===== config.mk =====
export PLATFORM = sky130hd
export DESIGN_NAME = eec_top
export DESIGN_NICKNAME = d
export VERILOG_FILES = /design/src/verilog/eec_pkg.sv /design/src/verilog/eec_top.sv
export SDC_FILE = /design/constraint.sdc
export NUM_CORES = 2
export LEC_CHECK = 0
export BUFFER_PORTS_ARGS = -buffer_cell sky130_fd_sc_hd__buf_2
export CAP_MARGIN = 0
export CORE_UTILIZATION = 25
export CTS_CLUSTER_SIZE = 10
export DETAILED_ROUTE_END_ITERATION = 7
export PLACE_DENSITY = 0.36
export SLEW_MARGIN = 5
export SYNTH_ARGS = -nofsm -noshare
export SYNTH_HDL_FRONTEND = slang
export SYNTH_SLANG_ARGS = --single-unit

===== constraint.sdc =====
create_clock -name aclk -period 4.5 [get_ports aclk]
set_clock_uncertainty 0.1 [all_clocks]
set_input_delay 0.9 -clock aclk [delete_from_list [all_inputs] [get_ports aclk]]
set_output_delay 0.9 -clock aclk [all_outputs]
set_load 0.02 [all_outputs]

===== src/verilog/eec_pkg.sv =====
// eec_pkg: constants, types and register map of the data eeprom controller.
// assumes a 100 MHz system clock and a 32-bit axi4-lite register bus.
`default_nettype none
package eec_pkg;
  // bus geometry
  localparam int ADDR_W = 12;
  localparam int DATA_W = 32;
  localparam logic [1:0] RESP_OKAY = 2'h0;
  localparam logic [1:0] RESP_SLVERR = 2'h2;
  localparam int PROT_INSTR_BIT = 2;
  // register and memory window byte addresses
  localparam logic [ADDR_W-1:0] CSR_OFF = 12'h02C;
  localparam logic [ADDR_W-1:0] IRQ_STAT_OFF = 12'h080;
  localparam logic [ADDR_W-1:0] IRQ_MASK_OFF = 12'h084;
  localparam logic [ADDR_W-1:0] EE_BASE = 12'h400;
  localparam int EE_SEL_MSB = 11;
  localparam int EE_SEL_LSB = 10;
  localparam logic [1:0] EE_SEL_VAL = 2'h1;
  localparam int EE_IDX_MSB = 9;
  localparam int EE_IDX_LSB = 2;
  // eeprom geometry
  localparam int EE_BYTES = 256;
  localparam int LATCH_N = 16;
  localparam int COL_W = 4;
  localparam int ROW_W = 4;
  localparam logic [7:0] BYTE_ERASED = 8'hFF;
  // control/status field positions and reset
  localparam int CSR_PGM_BIT = 0;
  localparam int CSR_LAT_BIT = 1;
  localparam int CSR_IE_BIT = 2;
  localparam logic [7:0] CSR_RESET = 8'h00;
  // interrupt status/mask layout
  localparam int STAT_DONE_BIT = 0;
  localparam logic [7:0] STAT_RESET = 8'h00;
  localparam logic [7:0] MASK_RESET = 8'h01;
  localparam logic [7:0] STAT_USED = 8'h01;
  // programming phase lengths in clock cycles
  localparam int ERASE_CYCLES_DEF = 20000;
  localparam int PROG_CYCLES_DEF = 20000;
  localparam int CNT_W = 20;

  typedef struct packed {
    logic ie;
    logic lat;
    logic program_start;
  } eec_csr_t;

  typedef enum logic [1:0] {
    ST_IDLE = 2'b00,
    ST_ERASE = 2'b01,
    ST_PROG = 2'b10
  } eec_state_t;
endpackage : eec_pkg
`default_nettype wire


===== src/verilog/eec_top.sv =====
// eec_top: data eeprom controller with axi4-lite access to the control
// register, interrupt registers and the 256-byte eeprom window.
// assumes a single 100 MHz clock, synchronous active-low reset.
//
// Implementation choice: the AXI4-Lite register port.
`timescale 1ns/1ps
`default_nettype none
module eec_top
  import eec_pkg::*;
#(
  parameter int ERASE_CYCLES = ERASE_CYCLES_DEF,
  parameter int PROG_CYCLES = PROG_CYCLES_DEF
) (
  // clock and reset
  input wire logic aclk,
  input wire logic aresetn,
  // axi4-lite write address and data
  input wire logic [ADDR_W-1:0] s_axi_awaddr,
  input wire logic [2:0] s_axi_awprot,
  input wire logic s_axi_awvalid,
  output logic s_axi_awready,
  input wire logic [DATA_W-1:0] s_axi_wdata,
  input wire logic [3:0] s_axi_wstrb,
  input wire logic s_axi_wvalid,
  output logic s_axi_wready,
  // axi4-lite write response
  output logic [1:0] s_axi_bresp,
  output logic s_axi_bvalid,
  input wire logic s_axi_bready,
  // axi4-lite read
  input wire logic [ADDR_W-1:0] s_axi_araddr,
  input wire logic [2:0] s_axi_arprot,
  input wire logic s_axi_arvalid,
  output logic s_axi_arready,
  output logic [DATA_W-1:0] s_axi_rdata,
  output logic [1:0] s_axi_rresp,
  output logic s_axi_rvalid,
  input wire logic s_axi_rready,
  // cpu power and interrupt handshake
  input wire logic wait_for_interrupt_instr,
  input wire logic halt_instr,
  input wire logic irq_vector_fetch,
  output logic irq,
  output logic wait_mode,
  output logic halt_mode
);

  localparam logic [CNT_W-1:0] ERASE_LOAD = CNT_W'(ERASE_CYCLES - 1);
  localparam logic [CNT_W-1:0] PROG_LOAD = CNT_W'(PROG_CYCLES - 1);

  // write channel state
  logic awready_ff;
  logic wready_ff;
  logic aw_got_ff;
  logic w_got_ff;
  logic [ADDR_W-1:0] aw_addr_ff;
  logic [DATA_W-1:0] w_data_ff;
  logic [3:0] w_strb_ff;
  logic bvalid_ff;
  logic [1:0] bresp_ff;
  // read channel state
  logic arready_ff;
  logic rvalid_ff;
  logic [DATA_W-1:0] rdata_ff;
  logic [1:0] rresp_ff;
  // block state
  eec_csr_t csr_ff;
  eec_state_t state_ff;
  logic [CNT_W-1:0] cnt_ff;
  logic [ROW_W-1:0] row_ff;
  logic [7:0] latch_ff [LATCH_N];
  logic [LATCH_N-1:0] lmask_ff;
  logic [7:0] col_rd [LATCH_N];
  logic [7:0] stat_ff;
  logic [7:0] mask_ff;
  logic irq_ff;
  logic wait_ff;
  logic halt_ff;

  // decoded write and events
  logic wr_exec;
  logic wr_csr;
  logic wr_stat;
  logic wr_mask;
  logic wr_ee;
  logic ee_latch_wr;
  logic prog_done;
  logic prog_abort;
  logic latch_clr;
  logic [COL_W-1:0] wr_col;
  logic [7:0] wr_byte;
  eec_csr_t nxt_csr;
  logic [7:0] nxt_stat;

  assign wr_exec = aw_got_ff && w_got_ff && !bvalid_ff;
  assign wr_byte = w_data_ff[7:0];
  assign wr_col = aw_addr_ff[EE_IDX_LSB +: COL_W];
  assign wr_csr = wr_exec && w_strb_ff[0] && (aw_addr_ff == CSR_OFF);
  assign wr_stat = wr_exec && w_strb_ff[0] && (aw_addr_ff == IRQ_STAT_OFF);
  assign wr_mask = wr_exec && w_strb_ff[0] && (aw_addr_ff == IRQ_MASK_OFF);
  assign wr_ee = wr_exec && w_strb_ff[0]
    && (aw_addr_ff[EE_SEL_MSB:EE_SEL_LSB] == EE_SEL_VAL);
  // latch only in latch mode while no cycle runs
  assign ee_latch_wr = wr_ee && csr_ff.lat && !csr_ff.program_start;
  assign prog_done = (state_ff == ST_PROG) && (cnt_ff == '0) && !halt_instr;
  // software clear of start or halt abandons the cycle
  assign prog_abort = (state_ff != ST_IDLE)
    && (halt_instr || (wr_csr && !wr_byte[CSR_PGM_BIT]));
  assign latch_clr = prog_done || (csr_ff.lat && !nxt_csr.lat);

  // next control register value
  always_comb begin
    nxt_csr = csr_ff;
    if (wr_csr) begin
      nxt_csr.ie = wr_byte[CSR_IE_BIT];
      if (wr_byte[CSR_LAT_BIT]) begin
        nxt_csr.lat = 1'b1;
      end else if (!csr_ff.program_start) begin
        nxt_csr.lat = 1'b0;
      end
      if (wr_byte[CSR_PGM_BIT] && csr_ff.lat) begin
        nxt_csr.program_start = 1'b1;
      end else if (!wr_byte[CSR_PGM_BIT]) begin
        nxt_csr.program_start = 1'b0;
      end
    end
    if (halt_instr) begin
      nxt_csr.program_start = 1'b0;
    end
    if (prog_done) begin
      nxt_csr.program_start = 1'b0;
      nxt_csr.lat = 1'b0;
    end
  end

  // control/status register
  always_ff @(posedge aclk) begin
    if (!aresetn) begin
      csr_ff <= eec_csr_t'(CSR_RESET[2:0]);
    end else begin
      csr_ff <= nxt_csr;
    end
  end

  // programming sequencer: erase then program, self timed
  always_ff @(posedge aclk) begin
    if (!aresetn) begin
      state_ff <= ST_IDLE;
      cnt_ff <= '0;
    end else if (prog_abort) begin
      state_ff <= ST_IDLE;
    end else begin
      case (state_ff)
        ST_IDLE: begin
          if (!csr_ff.program_start && nxt_csr.program_start) begin
            state_ff <= ST_ERASE;
            cnt_ff <= ERASE_LOAD;
          end
        end
        ST_ERASE: begin
          if (cnt_ff == '0) begin
            state_ff <= ST_PROG;
            cnt_ff <= PROG_LOAD;
          end else begin
            cnt_ff <= cnt_ff - 1'b1;
          end
        end
        ST_PROG: begin
          if (cnt_ff == '0) begin
            state_ff <= ST_IDLE;
          end else begin
            cnt_ff <= cnt_ff - 1'b1;
          end
        end
        default: begin
          state_ff <= ST_IDLE;
        end
      endcase
    end
  end

  // row of the latest latched write
  always_ff @(posedge aclk) begin
    if (!aresetn) begin
      row_ff <= '0;
    end else if (ee_latch_wr) begin
      row_ff <= aw_addr_ff[EE_IDX_LSB+COL_W +: ROW_W];
    end
  end

  // sixteen write latches, each a wired AND of its writes
  for (genvar gi = 0; gi < LATCH_N; gi++) begin : g_latch
    always_ff @(posedge aclk) begin
      if (!aresetn || latch_clr) begin
        latch_ff[gi] <= BYTE_ERASED;
        lmask_ff[gi] <= 1'b0;
      end else if (ee_latch_wr && (wr_col == COL_W'(gi))) begin
        latch_ff[gi] <= latch_ff[gi] & wr_byte;
        lmask_ff[gi] <= 1'b1;
      end
    end

    // cell array: erase then program the flagged columns of the row
    logic [7:0] col_cells [EE_BYTES/LATCH_N];
    always_ff @(posedge aclk) begin
      if (lmask_ff[gi] && (cnt_ff == '0) && !prog_abort) begin
        if (state_ff == ST_ERASE) begin
          col_cells[row_ff] <= BYTE_ERASED;
        end else if (state_ff == ST_PROG) begin
          col_cells[row_ff] <= latch_ff[gi];
        end
      end
    end
    assign col_rd[gi] = col_cells[s_axi_araddr[EE_IDX_LSB+COL_W +: ROW_W]];
  end

  // next interrupt status, set wins over clear
  always_comb begin
    nxt_stat = stat_ff;
    if (prog_done && csr_ff.ie) begin
      nxt_stat[STAT_DONE_BIT] = 1'b1;
    end else if ((wr_stat && wr_byte[STAT_DONE_BIT]) || irq_vector_fetch) begin
      nxt_stat[STAT_DONE_BIT] = 1'b0;
    end
  end

  // interrupt status, mask and request
  always_ff @(posedge aclk) begin
    if (!aresetn) begin
      stat_ff <= STAT_RESET;
      mask_ff <= MASK_RESET;
      irq_ff <= 1'b0;
    end else begin
      stat_ff <= nxt_stat;
      if (wr_mask) begin
        mask_ff <= wr_byte & STAT_USED;
      end
      irq_ff <= |(nxt_stat & mask_ff);
    end
  end

  // wait and halt mode indication
  always_ff @(posedge aclk) begin
    if (!aresetn) begin
      wait_ff <= 1'b0;
      halt_ff <= 1'b0;
    end else begin
      wait_ff <= wait_for_interrupt_instr && (state_ff == ST_IDLE);
      halt_ff <= halt_instr;
    end
  end

  // axi write address/data capture and response
  always_ff @(posedge aclk) begin
    if (!aresetn) begin
      awready_ff <= 1'b0;
      wready_ff <= 1'b0;
      aw_got_ff <= 1'b0;
      w_got_ff <= 1'b0;
      aw_addr_ff <= '0;
      w_data_ff <= '0;
      w_strb_ff <= '0;
      bvalid_ff <= 1'b0;
      bresp_ff <= RESP_OKAY;
    end else begin
      if (s_axi_awvalid && awready_ff) begin
        aw_got_ff <= 1'b1;
        aw_addr_ff <= s_axi_awaddr;
        awready_ff <= 1'b0;
      end else if (!aw_got_ff && !bvalid_ff) begin
        awready_ff <= 1'b1;
      end
      if (s_axi_wvalid && wready_ff) begin
        w_got_ff <= 1'b1;
        w_data_ff <= s_axi_wdata;
        w_strb_ff <= s_axi_wstrb;
        wready_ff <= 1'b0;
      end else if (!w_got_ff && !bvalid_ff) begin
        wready_ff <= 1'b1;
      end
      if (wr_exec) begin
        aw_got_ff <= 1'b0;
        w_got_ff <= 1'b0;
        bvalid_ff <= 1'b1;
        bresp_ff <= (wr_csr || wr_stat || wr_mask || wr_ee || !w_strb_ff[0])
          && (aw_addr_ff[1:0] == 2'h0) ? RESP_OKAY : RESP_SLVERR;
      end else if (bvalid_ff && s_axi_bready) begin
        bvalid_ff <= 1'b0;
      end
    end
  end

  // read decode; latches have no read path
  logic [DATA_W-1:0] rd_data;
  logic [1:0] rd_resp;
  always_comb begin
    rd_data = '0;
    rd_resp = RESP_OKAY;
    if (s_axi_araddr == CSR_OFF) begin
      rd_data = DATA_W'(csr_ff);
    end else if (s_axi_araddr == IRQ_STAT_OFF) begin
      rd_data = DATA_W'(stat_ff);
    end else if (s_axi_araddr == IRQ_MASK_OFF) begin
      rd_data = DATA_W'(mask_ff);
    end else if (s_axi_araddr[EE_SEL_MSB:EE_SEL_LSB] == EE_SEL_VAL) begin
      if (csr_ff.lat || s_axi_arprot[PROT_INSTR_BIT]) begin
        rd_resp = RESP_SLVERR;
      end else begin
        rd_data = DATA_W'(col_rd[s_axi_araddr[EE_IDX_LSB +: COL_W]]);
      end
    end else begin
      rd_resp = RESP_SLVERR;
    end
  end

  always_ff @(posedge aclk) begin
    if (!aresetn) begin
      arready_ff <= 1'b0;
      rvalid_ff <= 1'b0;
      rdata_ff <= '0;
      rresp_ff <= RESP_OKAY;
    end else begin
      if (s_axi_arvalid && arready_ff) begin
        arready_ff <= 1'b0;
        rvalid_ff <= 1'b1;
        rdata_ff <= rd_data;
        rresp_ff <= rd_resp;
      end else if (rvalid_ff && s_axi_rready) begin
        rvalid_ff <= 1'b0;
        arready_ff <= 1'b1;
      end else if (!rvalid_ff) begin
        arready_ff <= 1'b1;
      end
    end
  end

  // outputs
  assign s_axi_awready = awready_ff;
  assign s_axi_wready = wready_ff;
  assign s_axi_bvalid = bvalid_ff;
  assign s_axi_bresp = bresp_ff;
  assign s_axi_arready = arready_ff;
  assign s_axi_rvalid = rvalid_ff;
  assign s_axi_rdata = rdata_ff;
  assign s_axi_rresp = rresp_ff;
  assign irq = irq_ff;
  assign wait_mode = wait_ff;
  assign halt_mode = halt_ff;
endmodule : eec_top
`default_nettype wire


Word level (Yosys, flattened, before mapping)
Memory sizes are Yosys's and may differ from the RTL's. Cells that the tools add are included.

Divide/modulo/power cells: 0. Bitwise logic cells: 52. Shift-type cells: 0. Add/subtract/negate cells: 1. Muxes and demuxes: 186. Reductions and logical operators: 110. Eq/ne operators: 30. $mul: 0. Order comparisons: 1.

Operators by type and width (number): $mux W8 (39); $mux W1 (130); $and A8 B8 Y8 (16); $logic_and A1 B1 Y1 (75); $mux W20 (3); $pmux W20 S3 (1); $eq A12 B8 Y1 const B (4); $bmux W8 S4 (1); $eq A4 B4 Y1 const B (8); $or A1 B1 Y1 (32); $eq A12 B6 Y1 const B (2); $mux W2 (11); $logic_not A20 Y1 (1); $sub A20 B1 Y20 const B (1); $eq A4 B3 Y1 const B (4); $logic_not A1 Y1 (10); $reduce_or A2 Y1 (5); $logic_or A1 B1 Y1 (9); $eq A4 B2 Y1 const B (2); $ne A2 B2 Y1 const B (4); $reduce_or A8 Y1 (1); $eq A2 B1 Y1 const B (3); $pmux W2 S3 (1); $reduce_bool A2 Y1 (3); other kinds (12) (14).

Bits of input ports: 76. Output and inout port bits: 44. Memory bits (writable): 2176. Bits in latches: 0. Word-level logic and storage cells: 437. Bits in read-only memories: 0. Flip-flop bits (word level): 114. Memories kept: 17.

Memories: g_latch[0].col_cells (words 16, width 8, read ports 1, clocked after memory_dff 0, wr ports 1, RTL line eec_top.sv:204) `logic [7:0] col_cells [EE_BYTES/LATCH_N];`; g_latch[10].col_cells (words 16, width 8, read ports 1, clocked after memory_dff 0, wr ports 1, RTL line eec_top.sv:204); g_latch[11].col_cells (words 16, width 8, read ports 1, clocked after memory_dff 0, wr ports 1, RTL line eec_top.sv:204); g_latch[12].col_cells (words 16, width 8, read ports 1, clocked after memory_dff 0, wr ports 1, RTL line eec_top.sv:204); g_latch[13].col_cells (words 16, width 8, read ports 1, clocked after memory_dff 0, wr ports 1, RTL line eec_top.sv:204); g_latch[14].col_cells (words 16, width 8, read ports 1, clocked after memory_dff 0, wr ports 1, RTL line eec_top.sv:204); +11 memories.

Logic depth before layout (Yosys ltp)
Word-level depth: 14. Gate-level depth with buffers: 14. Depth with buffers taken out: 8.

Worst setup path before layout
Ideal clock, no wire load.

Kind: input to register. From: input s_axi_araddr[7]. To: register rdata_ff[0] (netlist: s_axi_rdata[0]). Setup slack: 806 ps. Required time: 4262 ps. Stages: 10. Arrival time: 3456 ps. Setup time: 138 ps. Buffers on the path: 4. Path through: buf_2 > buf_2 > clkbuf_1 > clkbuf_1 > mux4_2 > a221oi_1 > o22ai_1 > a211o_1 > a2111oi_0 > o22ai_1.

Word-level cells in the longest chain between the ends: 9. Elaborated cells between the ends (all ways): 27. Those cells by class: eq/ne (3); mux (8); memory (16).

Ends and longest elaborated chain: start, declared (RTL line eec_top.sv:31) `input wire logic [ADDR_W-1:0] s_axi_araddr,`; $mem_v2 Z16 W8; $bmux W8 S4 (RTL line eec_top.sv:309) `rd_data = DATA_W'(col_rd[s_axi_araddr[EE_IDX_LSB +: COL_W]]);`; $mux W8 (implied by the code) (2 in series) (RTL line eec_top.sv:309); $mux W8 (RTL line eec_top.sv:306) `if (csr_ff.lat || s_axi_arprot[PROT_INSTR_BIT]) begin`; $mux W8 (RTL line eec_top.sv:305) `end else if (s_axi_araddr[EE_SEL_MSB:EE_SEL_LSB] == EE_SEL_VAL) begin`; $mux W8 (RTL line eec_top.sv:303) `end else if (s_axi_araddr == IRQ_MASK_OFF) begin`; $mux W8 (RTL line eec_top.sv:301) `end else if (s_axi_araddr == IRQ_STAT_OFF) begin`; $mux W8 (*) (RTL line eec_top.sv:299) `if (s_axi_araddr == CSR_OFF) begin`; end signal, assigned (RTL line eec_top.sv:326) `rdata_ff <= rd_data;`; end, declared (RTL line eec_top.sv:64) `logic [DATA_W-1:0] rdata_ff;`.

Every way passes the cells marked *; elsewhere a longest branch is shown, timed or not. The select of a mux whose other input is x is not followed. A chain may end at the register's enable or synchronous reset.

Worst setup path in the final report
From: input s_axi_araddr[6]. To: register rdata_ff[7] (netlist: s_axi_rdata[7]).

Same word-level chain as after synthesis.

==> flow_summary_export.csv <==
group,metric,value,unit
floorplanning,num_rows,218,
grt,antenna_found_initial,29,
floorplanning,die_area,0.3584,mm^2
critical_path,path_class,"input pin to flip-flop",
sta,maxSlewViolCount,0,
layout,post-route-util,30.14,%
grt,grt_pass1_wl,397300,um
layout,final_nets,5242,
route,vias_per_cell,4.552,
route,wl_per_cell,28.73,um
route,via_count,45690,
critical_path,endpoint_kind,"flip-flop",
layout,final_cell_mix,"edfxtp_1, mux4_2, buf_4",
place,dpl_cell_area,0.09865,mm^2
grt,grtUsageMet2,26.40,%
synthesis,synth_edf_count,2176,
layout,layout-drive-gt1-share,31.42,%
layout,fillers,34780,
synthesis,synth_seq_cells,2264,
place,port_buffers,61,
sta,finalHoldViolations,0,
critical_path,r2r_slack,840,ps
sta,rsz0062_at_grt,"no",
route,drcViolationCount,0,
sta,period_minus_slack,3717,ps
sta,fin_tns_setup,0,ps
layout,fin_area,0.1065,mm^2
sta,worst_pin_slew,1420,ps
critical_path,timing.rr.start,"cnt_ff[4]",
clocking,cts_sinks,2264,
sta,setup_viol,0,
synthesis,synth.distinct_cells,73,
clocking,cts_resized,0,
sta,period_share,82.61,%
critical_path,critPathRequiredTime,5130,ps
layout,finalNonFillerCells,10040,
critical_path,start_kind,"input pin",
place,gp_congestion,0.7636,
synthesis,yosysWarnings,0,
job,max_cap_viol_count,0,
clocking,cts_tree,"done",
grt,grt_pass1_vias,47370,
critical_path,r2r_cells,9,
route,drt-pass1-iter-count,5,
floorplanning,initial_core_util,25.18,%
synthesis,synth_area,0.08900,mm^2
power_and_ir_drop,p_leak,0.03873,uW
layout,final_common_cell,"edfxtp_1",
place,place_inst,9609,
clocking,worstSkewPairLatency,880,ps
min_path,holdCritStartpoint,"wait_for_interrupt_instr",
sta,max-slew-margin-rel,4.624,%
grt,met1_usage,22.22,%
min_path,holdPathEnd,"wait_mode",
clocking,cts_buffers,278,
clocking,clockBufferDepth,4,
floorplanning,ioPinCount,120,
grt,grt.overflow.total,0,
synthesis,synthCells,4524,
layout,area_growth,19.70,%
place,dpl.hpwl,193700,um
synthesis,async_flop_share,0,%
critical_path,worst_r2r_endpoint,"g_latch[0].col_cells[2][7]",
critical_path,arrival,4350,ps
grt,busiest_layer,"met2",
synthesis,synth_area_per_cell,19.67,um^2
synthesis,seq_area_frac_synth,75.40,%
grt,grt_max_degree,50,
power_and_ir_drop,powerDensity,415.7,mW/mm^2
floorplanning,dieWidth,598.6,um
power_and_ir_drop,ir_worst_vdd,0.0002780,V
floorplanning,dieHeight,598.6,um
clocking,htree_levels,5,
route,final_antenna_net_count,0,
clocking,holdBufCountCts,0,
clocking,postCtsSetupRepairBufs,0,
min_path,worstHoldPathCells,2,
clocking,cts-root-buf,"clkbuf_16",
route,drt_wl_total,288300,um
route,drt_iter0_drc,3947,
clocking,cts.reportedPaths.clkPinSlew,60,ps
grt,grt.met3_usage,2.476,%
grt,grt_usage,15.96,%
run_status,status,"complete, no violations",
sta,clock.fmax,269.0,MHz
power_and_ir_drop,finalPower,44280,uW
synthesis,yosys_most_used_dff,"edfxtp_1",
floorplanning,core_region_area,0.3535,mm^2
min_path,worstHoldPathType,"input pin to flip-flop",
critical_path,crit_path_max_fanout,25,
==> registers in the layout, indices dropped and copies added (netlist names), 4 cells and up <==
signal	flops
s_axi_rdata	8
g_latch.col_cells	2048
aw_addr_ff	12
latch_ff	128
row_ff	4
cnt_ff	20
lmask_ff	16
w_data_ff	8
==> cells by family after synthesis <==
logic type	count (synthesis)	synth area share [%]
DFF	2264	75.40
xor gates and xnor gates	13	0.1279
adders and majority gates	7	0.09841
AOI/OAI and AO/OA	281	2.213
other	1	0.004214
and+or+nand+nor	1029	5.217
buffers and inverters	286	1.559
muxes	643	15.38
==> cells in the mapped netlist, types with 33 or more instances <==
library cell  count  area (um^2)
edfxtp_1       2176        65340
mux4_2          579        13040
nand2_1         396         1486
nor2_1          317         1190
or2_2           131        819.5
clkbuf_1        117        439.2
dfxtp_1          88         1762
buf_2            71        355.3
mux2i_1          60        600.6
nor3_1           50        250.2
o21ai_0          43        215.2
buf_4            42        315.3
o22ai_1          33        206.5
==> worst max-delay path, stage by stage <==
cell	delay, ps
buf_8	140
buf_12	220
buf_12	270
mux4_2	570
mux4_2	500
mux2i_1	320
nor2_1	100
a31oi_1	520
buf_4	220
nor2_1	40
or4_1	460
==> power breakdown <==
group | total, uW | internal [uW] | switching, uW
logic | 1250 | 437 | 816
clock network | 20200 | 11600 | 8650
registers | 22800 | 22800 | 37.2
==> routing by layer <==
layer  wire [um]  up-vias
met2      139100     1170
met5           0        -
met4        4904        0
met3       15660      303
met1      128600    24710
li1            -    19510
==> worst max path at each step <==
stage                                from                          to
after floorplan           s_axi_araddr[7]              s_axi_rdata[0]
after global placement    s_axi_araddr[6]              s_axi_rdata[7]
after detailed placement  s_axi_araddr[6]              s_axi_rdata[7]
after CTS                 s_axi_araddr[6]              s_axi_rdata[7]
after global routing            cnt_ff[4]  g_latch[0].col_cells[2][5]
final                     s_axi_araddr[6]              s_axi_rdata[7]
==> layout make-up <==
class | count | area [um^2] | area share, %
diodes | 11 | 27.53 | 0.02584
clock inverters | 49 | 384.1 | 0.3606
multi-input cells | 1999 | 20720 | 19.45
inverters | 17 | 66.31 | 0.06225
clock buffers | 368 | 7472 | 7.014
repair buffers | 599 | 4830 | 4.534
well taps | 4730 | 5918 | 5.555
flip-flops and latches | 2264 | 67110 | 63.00
==> stage by stage <==
step	hold WS, ps	setup slack (ps)
2_1_floorplan	343.4	805.7
3_3_place_gp	355.4	-277.5
3_5_place_dp	358.7	-259.4
4_1_cts	77.88	692.5
5_1_grt	124.1	626.2
6_report	161.8	782.7
Note: power is estimated with default switching activity, not from simulation.
